$ cat src/iacg_regs.svh
// Register map, field positions, reset values and timing counts
`ifndef IACG_REGS_SVH
`define IACG_REGS_SVH

// ****************************************************************
// I/O ports
// ****************************************************************
`define IACG_PORT_INDEX     16'h00EC
`define IACG_PORT_DATA      16'h00ED
`define IACG_PORT_SLOW      16'h00F4
`define IACG_PORT_FULL      16'h00F5

// ****************************************************************
// Register indexes behind the data port
// ****************************************************************
`define IACG_IDX_CLOCK_CONTROL_REG     8'h06
`define IACG_IDX_MISC       8'h07
`define IACG_IDX_TURBO      8'h08
`define IACG_IDX_FBASE      8'h0B

// ****************************************************************
// Field positions
// ****************************************************************
`define IACG_CTL_FAST_REGION_ENABLE       7
`define IACG_CTL_CPU_HI     6
`define IACG_CTL_CPU_LO     5
`define IACG_CTL_FAST_HI    4
`define IACG_CTL_FAST_LO    3
`define IACG_CTL_SEL        2
`define IACG_CTL_SLOW_HI    1
`define IACG_CTL_SLOW_LO    0
`define IACG_MISC_SLOW_DIS  3
`define IACG_TURBO_BIT      4

// ****************************************************************
// Reset values
// ****************************************************************
`define IACG_RST_FBASE      8'h00
`define IACG_RST_FAST_REGION_ENABLE       1'b0
`define IACG_RST_CPU_DIV    2'h0
`define IACG_RST_FAST_DIV   2'h3
`define IACG_RST_SLOW_DIV   2'h3
`define IACG_RST_SEL        1'b0
`define IACG_RST_SLOW_DIS   1'b0
`define IACG_RST_RDATA      8'h00

// ****************************************************************
// Timing
// ****************************************************************
`define IACG_CLK_MHZ        125
`define IACG_CPU_RST_US     1000
`define IACG_CPU_RST_CYC    (`IACG_CPU_RST_US * `IACG_CLK_MHZ)
`define IACG_REF_HALF       3'h6
`define IACG_SLOT_HALF      3'h1

`endif

$ cat src/iacg_pkg.sv
// Types shared by the clock generator
package iacg_pkg;

    typedef enum logic {
        IACG_IDLE   = 1'b0,
        IACG_CPURST = 1'b1
    } iacg_cpu_st_t;

endpackage

$ cat src/iacg_clk_div.sv
// Glitch-free clock divider driven by source edge pulses
`timescale 1ns/1ps

module iacg_clk_div #(
    parameter logic [2:0] RST_HALF = 3'h1
) (
    input  wire logic       i_core_clk,
    input  wire logic       i_sys_rst,
    input  wire logic       i_src_edge,
    input  wire logic [2:0] i_half,
    output logic            o_clk
);

    logic [2:0] cnt_r;
    logic [2:0] half_r;
    logic       clk_r;

    // New half period is only taken at a toggle, so no runt phase
    always_ff @(posedge i_core_clk) begin
        if (i_sys_rst) begin
            cnt_r  <= 3'h0;
            half_r <= RST_HALF;
            clk_r  <= 1'b0;
        end else if (i_src_edge) begin
            if (cnt_r == half_r - 3'h1) begin
                cnt_r  <= 3'h0;
                clk_r  <= ~clk_r;
                half_r <= i_half;
            end else begin
                cnt_r <= cnt_r + 3'h1;
            end
        end
    end

    assign o_clk = clk_r;
endmodule

$ cat src/iacg_top.sv
// CPU, ISA, slot and timer clock generation with register access
`timescale 1ns/1ps
`include "iacg_regs.svh"

module iacg_top #(
    parameter int CPU_RST_CYCLES = `IACG_CPU_RST_CYC,
    parameter int RST_CW         = 17
) (
    input  wire logic        i_core_clk,
    input  wire logic        i_sys_rst,
    input  wire logic        i_cpu_double_clock_in,
    input  wire logic        i_bus_oscillator_in,
    input  wire logic        i_ref_osc_in,
    input  wire logic        i_bus_osc_fitted,
    input  wire logic        i_turbo,
    input  wire logic        i_io_wr,
    input  wire logic        i_io_rd,
    input  wire logic [15:0] i_io_addr,
    input  wire logic [7:0]  i_io_wdata,
    output logic      [7:0]  o_io_rdata,
    input  wire logic        i_mem_cycle,
    input  wire logic        i_master_cycle,
    input  wire logic [31:0] i_mem_addr,
    output logic             o_cpu_clk,
    output logic             o_isa_clk,
    output logic             o_slot_clk,
    output logic             o_timer_clk,
    output logic             o_cpu_reset,
    output logic             o_slow_mode
);

    // ************************************************************
    // Divider decode
    // ************************************************************
    // Half period in source edges; codes step 1, 2, 3, 4 or 2, 3, 4, 6
    function automatic logic [2:0] iacg_half(input logic [1:0] code,
                                             input logic       slow_tclk);
        logic [2:0] h;
        h = {1'b0, code} + 3'h1;
        if (slow_tclk) begin
            h = (code == 2'h3) ? 3'h6 : h + 3'h1;
        end
        return h;
    endfunction

    // ************************************************************
    // Pin synchronisers
    // ************************************************************
    // Bits: 0 cpu osc, 1 bus osc, 2 ref osc, 3 fitted strap, 4 turbo
    logic [4:0] pin_s1_r;
    logic [4:0] pin_s2_r;
    logic [2:0] osc_prev_r;
    logic [2:0] osc_edge;

    // Runs through reset so the strap is settled before release
    always_ff @(posedge i_core_clk) begin
        pin_s1_r   <= {i_turbo, i_bus_osc_fitted, i_ref_osc_in,
                       i_bus_oscillator_in, i_cpu_double_clock_in};
        pin_s2_r   <= pin_s1_r;
        osc_prev_r <= pin_s2_r[2:0];
    end

    assign osc_edge = pin_s2_r[2:0] & ~osc_prev_r;

    // Strap is caught while reset is held
    logic fitted_r;

    always_ff @(posedge i_core_clk) begin
        if (i_sys_rst) begin
            fitted_r <= pin_s2_r[3];
        end
    end

    // ************************************************************
    // Register access
    // ************************************************************
    logic [7:0] index_r;
    logic [7:0] fbase_r;
    logic       fb_en_r;
    logic [1:0] cpu_div_r;
    logic [1:0] fast_div_r;
    logic [1:0] slow_div_r;
    logic       sel_r;
    logic       slow_dis_r;
    logic       wr_data;
    logic       ctl_wr;
    logic       sel_view;

    assign wr_data  = i_io_wr && (i_io_addr == `IACG_PORT_DATA);
    assign ctl_wr   = wr_data && (index_r == `IACG_IDX_CLOCK_CONTROL_REG);
    assign sel_view = fitted_r ? sel_r : pin_s2_r[1];

    always_ff @(posedge i_core_clk) begin
        if (i_sys_rst) begin
            index_r <= 8'h00;
        end else if (i_io_wr && (i_io_addr == `IACG_PORT_INDEX)) begin
            index_r <= i_io_wdata;
        end
    end

    always_ff @(posedge i_core_clk) begin
        if (i_sys_rst) begin
            fb_en_r    <= `IACG_RST_FAST_REGION_ENABLE;
            cpu_div_r  <= `IACG_RST_CPU_DIV;
            fast_div_r <= `IACG_RST_FAST_DIV;
            slow_div_r <= `IACG_RST_SLOW_DIV;
            sel_r      <= `IACG_RST_SEL;
        end else if (ctl_wr) begin
            fb_en_r    <= i_io_wdata[`IACG_CTL_FAST_REGION_ENABLE];
            cpu_div_r  <= i_io_wdata[`IACG_CTL_CPU_HI:`IACG_CTL_CPU_LO];
            fast_div_r <= i_io_wdata[`IACG_CTL_FAST_HI:`IACG_CTL_FAST_LO];
            slow_div_r <= i_io_wdata[`IACG_CTL_SLOW_HI:`IACG_CTL_SLOW_LO];
            if (fitted_r) begin
                sel_r <= i_io_wdata[`IACG_CTL_SEL];
            end
        end
    end

    always_ff @(posedge i_core_clk) begin
        if (i_sys_rst) begin
            fbase_r <= `IACG_RST_FBASE;
        end else if (wr_data && (index_r == `IACG_IDX_FBASE)) begin
            fbase_r <= i_io_wdata;
        end
    end

    always_ff @(posedge i_core_clk) begin
        if (i_sys_rst) begin
            slow_dis_r <= `IACG_RST_SLOW_DIS;
        end else if (wr_data && (index_r == `IACG_IDX_MISC)) begin
            slow_dis_r <= i_io_wdata[`IACG_MISC_SLOW_DIS];
        end
    end

    logic [7:0] rd_mux;

    always_comb begin
        rd_mux = 8'h00;
        case (index_r)
            `IACG_IDX_CLOCK_CONTROL_REG: rd_mux = {fb_en_r, cpu_div_r, fast_div_r,
                                        sel_view, slow_div_r};
            `IACG_IDX_FBASE:  rd_mux = fbase_r;
            `IACG_IDX_MISC:   rd_mux[`IACG_MISC_SLOW_DIS] = slow_dis_r;
            `IACG_IDX_TURBO:  rd_mux[`IACG_TURBO_BIT] = pin_s2_r[4];
            default:          rd_mux = 8'h00;
        endcase
    end

    always_ff @(posedge i_core_clk) begin
        if (i_sys_rst) begin
            o_io_rdata <= `IACG_RST_RDATA;
        end else if (i_io_rd && (i_io_addr == `IACG_PORT_DATA)) begin
            o_io_rdata <= rd_mux;
        end else if (i_io_rd && (i_io_addr == `IACG_PORT_INDEX)) begin
            o_io_rdata <= index_r;
        end
    end

    // ************************************************************
    // CPU clock rate and CPU-only reset
    // ************************************************************
    iacg_pkg::iacg_cpu_st_t state_r;
    logic [RST_CW-1:0]      rst_cnt_r;
    logic [1:0]             cur_code_r;
    logic [1:0]             pend_code_r;
    logic                   slow_mode_r;
    logic                   wr_full;
    logic                   wr_slow;
    logic                   rate_wr;
    logic                   rate_req;
    logic [1:0]             tgt_code;

    assign wr_full = i_io_wr && (i_io_addr == `IACG_PORT_FULL);
    assign wr_slow = i_io_wr && (i_io_addr == `IACG_PORT_SLOW) && !slow_dis_r;

    always_comb begin
        tgt_code = cur_code_r;
        if (wr_full) begin
            tgt_code = 2'h0;
        end else if (wr_slow) begin
            tgt_code = cpu_div_r;
        end else if (ctl_wr && slow_mode_r) begin
            tgt_code = i_io_wdata[`IACG_CTL_CPU_HI:`IACG_CTL_CPU_LO];
        end
    end

    assign rate_req = wr_full || wr_slow || (ctl_wr && slow_mode_r);
    assign rate_wr  = rate_req && (tgt_code != pend_code_r);

    always_ff @(posedge i_core_clk) begin
        if (i_sys_rst) begin
            slow_mode_r <= 1'b0;
        end else if (wr_full) begin
            slow_mode_r <= 1'b0;
        end else if (wr_slow) begin
            slow_mode_r <= 1'b1;
        end
    end

    // Reset goes out one cycle before the new rate is applied
    always_ff @(posedge i_core_clk) begin
        if (i_sys_rst) begin
            state_r     <= iacg_pkg::IACG_IDLE;
            rst_cnt_r   <= '0;
            cur_code_r  <= `IACG_RST_CPU_DIV;
            pend_code_r <= `IACG_RST_CPU_DIV;
        end else begin
            case (state_r)
                iacg_pkg::IACG_IDLE: begin
                    if (tgt_code != cur_code_r) begin
                        state_r     <= iacg_pkg::IACG_CPURST;
                        rst_cnt_r   <= '0;
                        pend_code_r <= tgt_code;
                    end
                end
                iacg_pkg::IACG_CPURST: begin
                    if (rst_cnt_r == '0) begin
                        cur_code_r <= pend_code_r;
                    end
                    if (rate_wr) begin
                        rst_cnt_r   <= '0;
                        pend_code_r <= tgt_code;
                    end else if (rst_cnt_r ==
                                 RST_CW'(CPU_RST_CYCLES - 1)) begin
                        state_r <= iacg_pkg::IACG_IDLE;
                    end else begin
                        rst_cnt_r <= rst_cnt_r + 1'b1;
                    end
                end
                default: state_r <= iacg_pkg::IACG_IDLE;
            endcase
        end
    end

    assign o_cpu_reset = (state_r == iacg_pkg::IACG_CPURST);
    assign o_slow_mode = slow_mode_r;

    // Turbo input does not reach the CPU divider
    iacg_clk_div u_cpu_div (
        .i_core_clk (i_core_clk),
        .i_sys_rst  (i_sys_rst),
        .i_src_edge (osc_edge[0]),
        .i_half     (iacg_half(cur_code_r, 1'b0)),
        .o_clk      (o_cpu_clk)
    );

    // ************************************************************
    // ISA system clock
    // ************************************************************
    logic region_hit;
    logic isa_fast;
    logic isa_edge;

    assign region_hit = fb_en_r && i_mem_cycle && !i_master_cycle
                        && (i_mem_addr[23:16] == fbase_r)
                        && !i_mem_addr[31] && !i_mem_addr[29]
                        && !i_mem_addr[25] && !i_mem_addr[24];
    assign isa_fast   = region_hit || sel_view;
    assign isa_edge   = fitted_r ? osc_edge[1] : osc_edge[0];

    iacg_clk_div #(
        .RST_HALF (3'h4)
    ) u_isa_div (
        .i_core_clk (i_core_clk),
        .i_sys_rst  (i_sys_rst),
        .i_src_edge (isa_edge),
        .i_half     (isa_fast ? iacg_half(fast_div_r, 1'b0)
                              : iacg_half(slow_div_r, !fitted_r)),
        .o_clk      (o_isa_clk)
    );

    // ************************************************************
    // Fixed clocks
    // ************************************************************
    iacg_clk_div #(
        .RST_HALF (`IACG_SLOT_HALF)
    ) u_slot_div (
        .i_core_clk (i_core_clk),
        .i_sys_rst  (i_sys_rst),
        .i_src_edge (osc_edge[0]),
        .i_half     (`IACG_SLOT_HALF),
        .o_clk      (o_slot_clk)
    );

    iacg_clk_div #(
        .RST_HALF (`IACG_REF_HALF)
    ) u_ref_div (
        .i_core_clk (i_core_clk),
        .i_sys_rst  (i_sys_rst),
        .i_src_edge (osc_edge[2]),
        .i_half     (`IACG_REF_HALF),
        .o_clk      (o_timer_clk)
    );
endmodule

$ cat config.mk
export PLATFORM = sky130hd
export DESIGN_NAME = iacg_top
export DESIGN_NICKNAME = d
export VERILOG_FILES = /design/src/iacg_pkg.sv /design/src/iacg_clk_div.sv /design/src/iacg_top.sv
export VERILOG_INCLUDE_DIRS = /design/src
export SDC_FILE = /design/constraint.sdc
export NUM_CORES = 1
export LEC_CHECK = 0
export ABC_AREA = 1
export BUFFER_PORTS_ARGS = -buffer_cell sky130_fd_sc_hd__buf_2
export CAP_MARGIN = 0
export CORE_MARGIN = 5
export CORE_UTILIZATION = 52
export DETAILED_ROUTE_END_ITERATION = 16
export PLACE_DENSITY = 0.82
export SKIP_LAST_GASP = 1
export SLEW_MARGIN = 25
export SYNTH_ARGS = -nofsm -noshare
export SYNTH_HDL_FRONTEND = slang
export SYNTH_HIERARCHICAL = 1
export SYNTH_SLANG_ARGS = --single-unit
$ cat constraint.sdc
create_clock -name i_core_clk -period 2 [get_ports i_core_clk]
set_input_delay 0.4 -clock i_core_clk [delete_from_list [all_inputs] [get_ports i_core_clk]]
set_output_delay 0.4 -clock i_core_clk [all_outputs]
set_load 0.02 [all_outputs]
==> results of run 1 <==
[final cells by class]
type,count,area share (%)
Clock buffer,10,2.07
Sequential cell,98,29.7
Clock inverter,6,0.828
Tap cell,136,2.56
Inverter,116,6.55
Multi-Input combinational cell,544,46.9
Timing Repair Buffer,118,11.4
[state kept, by name, indices dropped and copies added, names as in the netlist, 3 cells and up]
name               count
u_slot_div/half_r      3
u_isa_div/cnt_r        3
u_isa_div/half_r       3
index_r                8
u_cpu_div/half_r       3
fbase_r                8
pin_s2_r               5
u_slot_div/cnt_r       3
osc_prev_r             3
o_io_rdata             8
rst_cnt_r             17
u_ref_div/half_r       3
u_ref_div/cnt_r        3
pin_s1_r               5
u_cpu_div/cnt_r        3
[repair_timing]
action | in CTS | in global routing
pin swaps | 4 | 18
cloned | 2 | 0
gates resized for setup | 13 | 40
endpoints found under the setup margin | 20 | 22
buffers inserted | 6 | 1
[layer usage]
| metal | vias up | track usage, % |
|---|---|---|
| met4 | 0 | 9.89 |
| met2 | 232 | 35.2 |
| li1 | 2708 | - |
| met1 | 2412 | 27.2 |
| met3 | 44 | 3.10 |
| met5 | - | 0 |
[report_power, final]
group / total [W] / switching [W] / internal (W)
clock network: 0.00128 / 0.000766 / 0.000514
registers: 0.00224 / 0.000145 / 0.00209
logic: 0.00174 / 0.00112 / 0.000622
[worst min path at each step]
stage | to | startpoint | slack [ps]
finish | pin_s1_r[4] | i_turbo | 120
global route | pin_s1_r[4] | i_turbo | 110
CTS | pin_s1_r[4] | i_turbo | 110
detailed placement | pin_s2_r[2] | pin_s1_r[2] | 310
global placement | pin_s2_r[0] | pin_s1_r[0] | 310
floorplan | pin_s2_r[0] | pin_s1_r[0] | 310
[stage by stage]
| stage | TNS, ps | cell area [um2] | util, % |
|---|---|---|---|
| floorplan | 0 | 5400 | - |
| global placement | -4540 | 6200 | 60.6 |
| detailed placement | -5690 | 6200 | 60.6 |
| CTS | -307 | 6490 | 63.4 |
| global route | -4100 | 6650 | 65.0 |
| finish | -1480 | 6650 | 65.0 |
[logic make-up (layout without fill, tap and decap cells)]
| kind of cell | count (synthesis) | count (layout) | synth area share (%) |
|---|---|---|---|
| AOI/OAI and AO/OA | 109 | 109 | 11.5 |
| DFF | 98 | 98 | 36.6 |
| muxes | 5 | 5 | 0.930 |
| xor gates and xnor gates | 20 | 20 | 3.26 |
| other | 2 | 6 | 0.140 |
| adders and majority gates | 16 | 16 | 3.72 |
| and+or+nand+nor | 386 | 388 | 34.6 |
| buffers and inverters | 127 | 250 | 9.28 |
[synth_stat cells, types with 2 or more instances]
master / count / area share, %
a211oi_1: 3 / 0.42
o21ai_0: 37 / 3.4
mux2i_1: 5 / 0.93
nor2_2: 6 / 0.70
a31oi_1: 7 / 0.81
o21ai_2: 5 / 0.81
xor2_1: 14 / 2.3
dfxtp_1: 97 / 36
nand3_2: 5 / 0.93
clkbuf_1: 7 / 0.49
nand2_2: 26 / 3.0
inv_1: 103 / 7.2
nand2_1: 153 / 11
nand4_1: 22 / 2.6
ha_1: 16 / 3.7
nor3_2: 2 / 0.37
a21oi_1: 44 / 4.1
o211ai_1: 3 / 0.42
xnor2_1: 6 / 0.98
or2_2: 2 / 0.23
conb_1: 2 / 0.14
nor3_1: 7 / 0.65
nor2_4: 5 / 1.0
nor2_1: 92 / 6.4
o22ai_1: 3 / 0.35
inv_2: 12 / 0.84
nand3_1: 46 / 4.3
nand3_4: 3 / 0.98
nand2_4: 3 / 0.63
nor4_1: 8 / 0.93
[placed cells by master, fill, tap and decap left out, drive strengths merged, types with 8 or more instances in the layout]
cell type / count
nand2: 184
ha: 16
nand3: 54
buf: 118
inv: 120
nand4: 23
xor2: 14
nor4: 8
o21ai: 42
clkbuf: 10
nor3: 9
nor2: 104
dfxtp: 97
a21oi: 45
[critical path, stage by stage, from the launching register on]
cell	delay [ps]
dfxtp_2	330
inv_2	50
nor2_4	120
nand3_1	120
nor2_4	150
nand4_4	130
nand2_2	120
nand2_2	60
nand2_2	90
nand2_2	70
nand2_1	100
nand2_2	100
nor2_4	140
nand2_4	100
nand2_1	130
o21ai_0	90
nor2_1	140
==> impl_metrics.env, run 1 <==
export IMPL_status="complete, but fails checks"
export IMPL_violations="negative setup slack"
export IMPL_grt_pass1_vias=5055
export IMPL_r2r_start="index_r[2]"
export IMPL_die_width_um=112
export IMPL_fin_ws_ps=-108
export IMPL_cp_max_fo=5
export IMPL_antenna_found_initial=0
export IMPL_synthArstFlopShare_pct=0
export IMPL_ys_seq_area_share_pct=36.6
export IMPL_cts_tree="yes"
export IMPL_cts_hold_buf=0
export IMPL_synth_edf_count=1
export IMPL_hold_path_class="in2reg"
export IMPL_synth_cell_type_count=49
export IMPL_io_pins=81
export IMPL_synth_avg_cell_area_um2=7.05
export IMPL_start_kind="register"
export IMPL_powerDensity_nw_per_um2=791
export IMPL_worstPathRequired_ps=2310
export IMPL_gr_usage_all_layers_pct=21.2
export IMPL_fillerInstances=873
export IMPL_setup_viol=20
export IMPL_crit_start="index_r[2]"
export IMPL_ys_ff_latch=98
export IMPL_first_pass_iters=5
export IMPL_ir_worst_vdd_uv=487
export IMPL_cts_made_buffers=9
export IMPL_setup_worst_path_end="pend_code_r[0]"
export IMPL_area_delta_synth_final_pct=23.5
export IMPL_end_kind="register"
export IMPL_clockBufferDepth=2
export IMPL_final_cell_count_no_fill=1028
export IMPL_die_y_um=112
export IMPL_drt_met1_wl_um=5760
export IMPL_drc=0
export IMPL_layout_drive_gt1_share_pct=27.2
export IMPL_period_needed_ps=2110
export IMPL_rsz0062_at_grt="true"
export IMPL_seqCellArea_um2=1980
export IMPL_synth_flop_cell="dfxtp_1"
export IMPL_slew_viol_final=0
export IMPL_synth_cells=763
export IMPL_routabilityCongestion=0.890
export IMPL_wire_per_inst_um=13.0
export IMPL_start_util_pct=52.6
export IMPL_arrival_ps=2420
export IMPL_max_freq_mhz=474
export IMPL_maxSlewHeadroom_pct=41.7
export IMPL_hold_viol=0
export IMPL_clock_sinks=98
export IMPL_p_leak_nw=2.97
export IMPL_cts_root_buf="clkbuf_8"
export IMPL_port_buffers=60
export IMPL_cts_max_level=3
export IMPL_core_area_um2=10200
export IMPL_dpl_worst_slack_ps=-277
export IMPL_fp_row_count=37
export IMPL_whs_path_depth=1
export IMPL_dp_cells=1003
export IMPL_grt_max_degree=37
export IMPL_ys_warn_count=6
export IMPL_rr_worst_depth=16
export IMPL_wl_met3_um=932
export IMPL_maxCapViolations=0
export IMPL_tightest_slew_ps=873
export IMPL_dp_hpwl_um=9320
export IMPL_skew_ps=17.1
export IMPL_via_per_inst=5.25
export IMPL_clk_latency_ps=370
export IMPL_cts_clk_slew_worst_paths_ps=110
export IMPL_multi_input_area_um2=3120
export IMPL_ant_nets=0
export IMPL_period_share_pct=105
export IMPL_total_power_w=0.00526
export IMPL_nNetsFinal=970
export IMPL_r2r_slack_ps=-110
export IMPL_drt_iter0_drc=440
export IMPL_reg2reg_to="pend_code_r[0]"
export IMPL_num_vias=5396
export IMPL_topRoutingLayerUsed="met4"
export IMPL_antenna_cells=0
export IMPL_worst_hold_slack_ps=124
export IMPL_dr_wl_met2_um=6260
export IMPL_grt_overflow_total=0
export IMPL_worstSetupPathType="reg2reg"
export IMPL_die_area_um2=12500
export IMPL_grt_first_pass_wirelength_um=22400
export IMPL_routed_wl_um=13400
export IMPL_synthesis_area_um2=5380
Note: power is estimated with default switching activity, not from simulation.
==> run 2, diff against run 1 <==
--- a/config.mk
+++ b/config.mk
@@ -9,6 +9,7 @@
 export ABC_AREA = 1
 export BUFFER_PORTS_ARGS = -buffer_cell sky130_fd_sc_hd__buf_2
 export CAP_MARGIN = 0
+export CORE_ASPECT_RATIO = 0.9
 export CORE_MARGIN = 5
 export CORE_UTILIZATION = 52
 export DETAILED_ROUTE_END_ITERATION = 16
==> run 2 against run 1 <==
The run still ends with negative setup slack left. Die area is essentially flat. Maximum frequency is 1.2% higher. Combinational power rose by 4%. Core utilization is 2.3 points higher. Worst hold slack improved by 28 ps. Routed wire length is 2.5% higher. Power rose by 12%. Largest power group unchanged.
==> impl_metrics.env, run 2 (synthesized netlist as in run 1, its figures left out) <==
export IMPL_status="complete, but fails checks"
export IMPL_violations="negative setup slack"
export IMPL_ir_worst_vdd_uv=586
export IMPL_p_comb_share_pct=30.8
export IMPL_cts_clk_slew_worst_paths_ps=70
export IMPL_setup_worst_path_end="rst_cnt_r[6]"
export IMPL_slew_viol_final=0
export IMPL_die_y_um=107
export IMPL_maxCapViolations=0
export IMPL_end_kind="register"
export IMPL_final_core_util_pct=67.2
export IMPL_r2r_slack_ps=-80
export IMPL_p_seq_share_pct=37.7
export IMPL_skew_ps=5.87
export IMPL_setup_viol=18
export IMPL_clk_latency_ps=350
export IMPL_routabilityCongestion=0.940
export IMPL_period_needed_ps=2080
export IMPL_largest_register="rst_cnt_r"
export IMPL_area_delta_synth_final_pct=26.9
export IMPL_placed_area_um2=6230
export IMPL_cts_max_level=3
export IMPL_cts_made_buffers=9
export IMPL_gr_usage_all_layers_pct=22.1
export IMPL_layout_drive_gt1_share_pct=27.9
export IMPL_clockBufferDepth=2
export IMPL_worstSetupPathType="reg2reg"
export IMPL_cts_hold_buf=0
export IMPL_fillerInstances=857
export IMPL_grt_pass1_vias=4959
export IMPL_arrival_ps=2330
export IMPL_topRoutingLayerUsed="met4"
export IMPL_largest_reg_flops=17
export IMPL_drc=0
export IMPL_via_per_inst=5.22
export IMPL_final_common_cell="nand2_1"
export IMPL_die_area_um2=12500
export IMPL_dpl_worst_slack_ps=-251
export IMPL_p_int_w=0.00384
export IMPL_num_vias=5373
export IMPL_grt_overflow_total=0
export IMPL_multi_input_area_um2=3120
export IMPL_cts_tree="yes"
export IMPL_ant_nets=0
export IMPL_wire_per_inst_um=13.4
export IMPL_routed_wl_um=13700
export IMPL_dr_wl_met2_um=6460
export IMPL_powerDensity_nw_per_um2=861
export IMPL_reg2reg_to="rst_cnt_r[6]"
export IMPL_final_cell_count_no_fill=1029
export IMPL_p_sw_share_pct=34.7
export IMPL_die_width_um=117
export IMPL_grt_first_pass_wirelength_um=22300
export IMPL_p_leak_nw=3.06
export IMPL_final_cell_mix="137 x nand2_1, 101 x inv_1, 93 x dfxtp_1"
export IMPL_io_pins=81
export IMPL_seqCellArea_um2=1980
export IMPL_worstPathRequired_ps=2240
export IMPL_fp_row_count=35
export IMPL_core_area_um2=10200
export IMPL_dp_hpwl_um=9600
export IMPL_grt_max_degree=26
export IMPL_port_buffers=60
export IMPL_cp_max_fo=8
export IMPL_drt_met1_wl_um=5950
export IMPL_p_switching_w=0.00204
export IMPL_nNetsFinal=978
export IMPL_cts_root_buf="clkbuf_16"
export IMPL_antenna_found_initial=0
export IMPL_start_util_pct=53.0
export IMPL_hold_path_class="in2reg"
export IMPL_first_pass_iters=5
export IMPL_clock_sinks=98
export IMPL_antenna_cells=0
export IMPL_r2r_start="slow_dis_r"
export IMPL_tns_ps=-651
export IMPL_start_kind="register"
export IMPL_drt_iter0_drc=456
export IMPL_hold_viol=0
export IMPL_fin_ws_ps=-83.7
export IMPL_crit_start="slow_dis_r"
export IMPL_rsz0062_at_grt="true"
export IMPL_max_freq_mhz=480
export IMPL_postLayoutCellArea_um2=6830
export IMPL_rr_worst_depth=16
export IMPL_wl_met3_um=1000
export IMPL_power_frac_clock_pct=31.5
export IMPL_period_share_pct=104
export IMPL_dp_cells=1002
[run 2: metal layers]
layer / GRT usage (%) / vias up
met3: 5.12 / 46
met5: 0 / -
met2: 35.4 / 209
met1: 29.0 / 2388
met4: 7.29 / 0
li1: - / 2730
[run 2: worst min-delay path by stage]
| stage | endpoint | startpoint | cells after the start |
|---|---|---|---|
| after floorplan | pin_s2_r[0] | pin_s1_r[0] | 0 |
| after global placement | pin_s2_r[2] | pin_s1_r[2] | 0 |
| after detailed placement | pin_s2_r[2] | pin_s1_r[2] | 0 |
| after CTS | pin_s1_r[2] | i_ref_osc_in | 1 |
| after global routing | pin_s1_r[2] | i_ref_osc_in | 1 |
| final | pin_s1_r[2] | i_ref_osc_in | 1 |
[run 2: power by group through the flow]
stage	Combinational [W]	Sequential (W)	Clock, W
floorplan	0.00106	0.00224	0
global placement	0.00140	0.00224	0
detailed placement	0.00144	0.00224	0
CTS	0.00160	0.00220	0.00189
global route	0.00199	0.00223	0.00196
finish	0.00181	0.00222	0.00185
[run 2: repair_timing]
item	4_1_cts	5_1_grt
resized for setup	24	31
pin swaps	16	21
setup endpoints to repair	14	36
setup buffers	6	3
gates cloned	2	0
[run 2: cell type report]
class	instances	share of cell area, %
multi-input cells	544	45.7
flip-flops and latches	98	28.9
repair buffers	126	12.0
inverters	116	6.37
clock buffers	12	3.46
well taps	129	2.36
clock inverters	4	1.12
[run 2: metrics by stage]
step,total power [W],hold WS (ps)
floorplan,0.00330,310
global placement,0.00364,310
detailed placement,0.00369,313
CTS,0.00569,140
global route,0.00618,139
finish,0.00588,152
[run 2: worst max-delay path, stage by stage (launching register included)]
cell and delay, ps:
dfxtp_1 350, nor3_1 190, nand3_1 150, nand2_1 130, inv_2 60, nand2_2 80, nand2_2 50, nand2_2 90
nand2_2 80, nand2_1 80, nand2_2 80, nor2_2 170, nand2_4 130, nand2_8 140, nand2_2 50, nand2_1 90
nor2_1 60
==> run 3, diff against run 2 <==
--- a/config.mk
+++ b/config.mk
@@ -11,9 +11,9 @@
 export CAP_MARGIN = 0
 export CORE_ASPECT_RATIO = 0.9
 export CORE_MARGIN = 5
-export CORE_UTILIZATION = 52
+export CORE_UTILIZATION = 35
 export DETAILED_ROUTE_END_ITERATION = 16
-export PLACE_DENSITY = 0.82
+export PLACE_DENSITY = 0.6
 export SKIP_LAST_GASP = 1
 export SLEW_MARGIN = 25
 export SYNTH_ARGS = -nofsm -noshare
==> run 3 against run 2 <==
The run still ends with negative setup slack left. Power up 4.2%. Die area up 44%. Via count down 5.0%. Final cell count up 7.4%.
==> impl_metrics.env, run 3 (synthesized netlist as in run 1, its figures left out) <==
export IMPL_fin_ws_ps=-80.9
export IMPL_port_buffers=60
export IMPL_maxCapViolations=0
export IMPL_die_width_um=141
export IMPL_grt_pass1_vias=4756
export IMPL_rr_worst_depth=16
export IMPL_grt_first_pass_wirelength_um=22500
export IMPL_routed_wl_um=13500
export IMPL_slew_viol_final=0
export IMPL_rsz0062_at_grt="true"
export IMPL_cts_tree="yes"
export IMPL_final_cell_mix="129 x nand2_1, 100 x inv_1, 92 x dfxtp_1"
export IMPL_gr_usage_all_layers_pct=15.2
export IMPL_routabilityCongestion=0.862
export IMPL_cts_root_buf="clkbuf_16"
export IMPL_clk_latency_ps=350
export IMPL_cts_max_level=3
export IMPL_num_vias=5102
export IMPL_cts_made_buffers=9
export IMPL_period_share_pct=104
export IMPL_start_util_pct=35.2
export IMPL_clock_sinks=98
export IMPL_drt_iter0_drc=380
export IMPL_hold_path_class="in2reg"
export IMPL_via_per_inst=4.62
export IMPL_setup_viol=11
export IMPL_max_freq_mhz=481
export IMPL_layout_drive_gt1_share_pct=30.3
export IMPL_status="complete, but fails checks"
export IMPL_violations="negative setup slack"
export IMPL_largest_register="rst_cnt_r"
export IMPL_grt_max_degree=37
export IMPL_hold_viol=0
export IMPL_io_pins=81
export IMPL_skew_ps=9.64
export IMPL_die_y_um=128
export IMPL_clockBufferDepth=2
export IMPL_die_area_um2=18000
export IMPL_period_needed_ps=2080
export IMPL_drc=0
export IMPL_tightest_slew_ps=602
export IMPL_fp_row_count=43
export IMPL_antenna_found_initial=0
export IMPL_seqCellArea_um2=1980
export IMPL_maxSlewHeadroom_pct=59.4
export IMPL_area_delta_synth_final_pct=30.7
export IMPL_nNetsFinal=981
export IMPL_cp_max_fo=5
export IMPL_first_pass_iters=5
export IMPL_arrival_ps=2320
export IMPL_whs_path_depth=1
export IMPL_worstSetupPathType="reg2reg"
export IMPL_min_from="i_turbo"
export IMPL_fillerInstances=1563
export IMPL_p_leak_nw=3.07
export IMPL_ant_nets=0
export IMPL_r2r_start="index_r[2]"
export IMPL_end_kind="register"
export IMPL_grt_overflow_total=0
export IMPL_start_kind="register"
export IMPL_worstPathRequired_ps=2240
export IMPL_cts_clk_slew_worst_paths_ps=70
export IMPL_dp_hpwl_um=9910
export IMPL_crit_start="index_r[2]"
export IMPL_ir_worst_vdd_uv=649
export IMPL_wire_per_inst_um=12.2
export IMPL_antenna_cells=0
export IMPL_core_area_um2=15300
export IMPL_final_common_cell="nand2_1"
export IMPL_largest_reg_flops=17
export IMPL_tns_ps=-385
export IMPL_multi_input_area_um2=3240
export IMPL_powerDensity_nw_per_um2=871
export IMPL_final_core_util_pct=46.0
==> run 3: cell types whose count changed in the layout (fill, tap and decap cells not counted), sizes merged <==
cell,before,now
buf,126,128
clkbuf,12,9
bufinv,2,1
clkinvlp,1,0
inv,116,118
nand3,54,55
clkinv,1,4
==> run 3: worst paths after layout <==
kind,slack [ps],endpoint
max,-80,rst_cnt_r[16]
min,150,pin_s1_r[4]
max reg2reg,-80,rst_cnt_r[16]
min reg2reg,330,pin_s2_r[1]
==> run 3: stage by stage <==
step | setup slack, ps | cells | cell area [um2] | total power [W] | hold slack (ps)
after global placement | -246 | 1076 | 6320 | 0.00372 | 310
after floorplan | 9.47 | 767 | 5400 | 0.00330 | 310
after detailed placement | -250 | 1076 | 6320 | 0.00374 | 314
after global routing | -218 | 1105 | 7030 | 0.00653 | 133
after CTS | -1.04 | 1094 | 6660 | 0.00561 | 133
final | -80.9 | 1105 | 7030 | 0.00613 | 147
==> run 3: final cells by class <==
| class | instances | share of cell area (%) |
|---|---|---|
| Multi-Input combinational cell | 545 | 46.0 |
| Sequential cell | 98 | 28.1 |
| Timing Repair Buffer | 128 | 11.8 |
| Inverter | 116 | 6.19 |
| Tap cell | 202 | 3.59 |
| Clock buffer | 9 | 3.20 |
| Clock inverter | 7 | 1.07 |
==> run 3: repair_timing <==
action / CTS / global route
cloned: 1 / 2
setup endpoints to repair: 12 / 24
gates resized for setup: 8 / 78
buffers inserted: 1 / 9
pin swaps: 5 / 38
hold buffers: 0 / 0
==> run 3: per-layer routing <==
layer | part of all wire (%) | GRT usage [%] | up-vias
met2 | 44 | 24.0 | 104
li1 | - | - | 2741
met4 | 0.70 | 3.93 | 0
met5 | 0 | 0 | -
met1 | 50 | 21.4 | 2250
met3 | 4.6 | 3.03 | 7
==> run 3: worst max-delay path: stages, from the launching register on <==
cell,delay [ps]
dfxtp_2,320
inv_2,40
nor2_4,110
nand3_2,100
nor2_4,130
nand4_4,120
nand2_2,120
nand2_2,70
nand2_4,90
nand2_4,60
nand2_1,90
nand2_2,100
nor2_4,150
nand2_8,120
buf_4,160
o21ai_0,130
nor2_1,60
==> run 3: power by group <==
group,leakage (nW),internal (W),switching [W]
clock,0.151,0.000982,0.000795
combinational,2.12,0.000846,0.00127
sequential,0.802,0.00210,0.000134
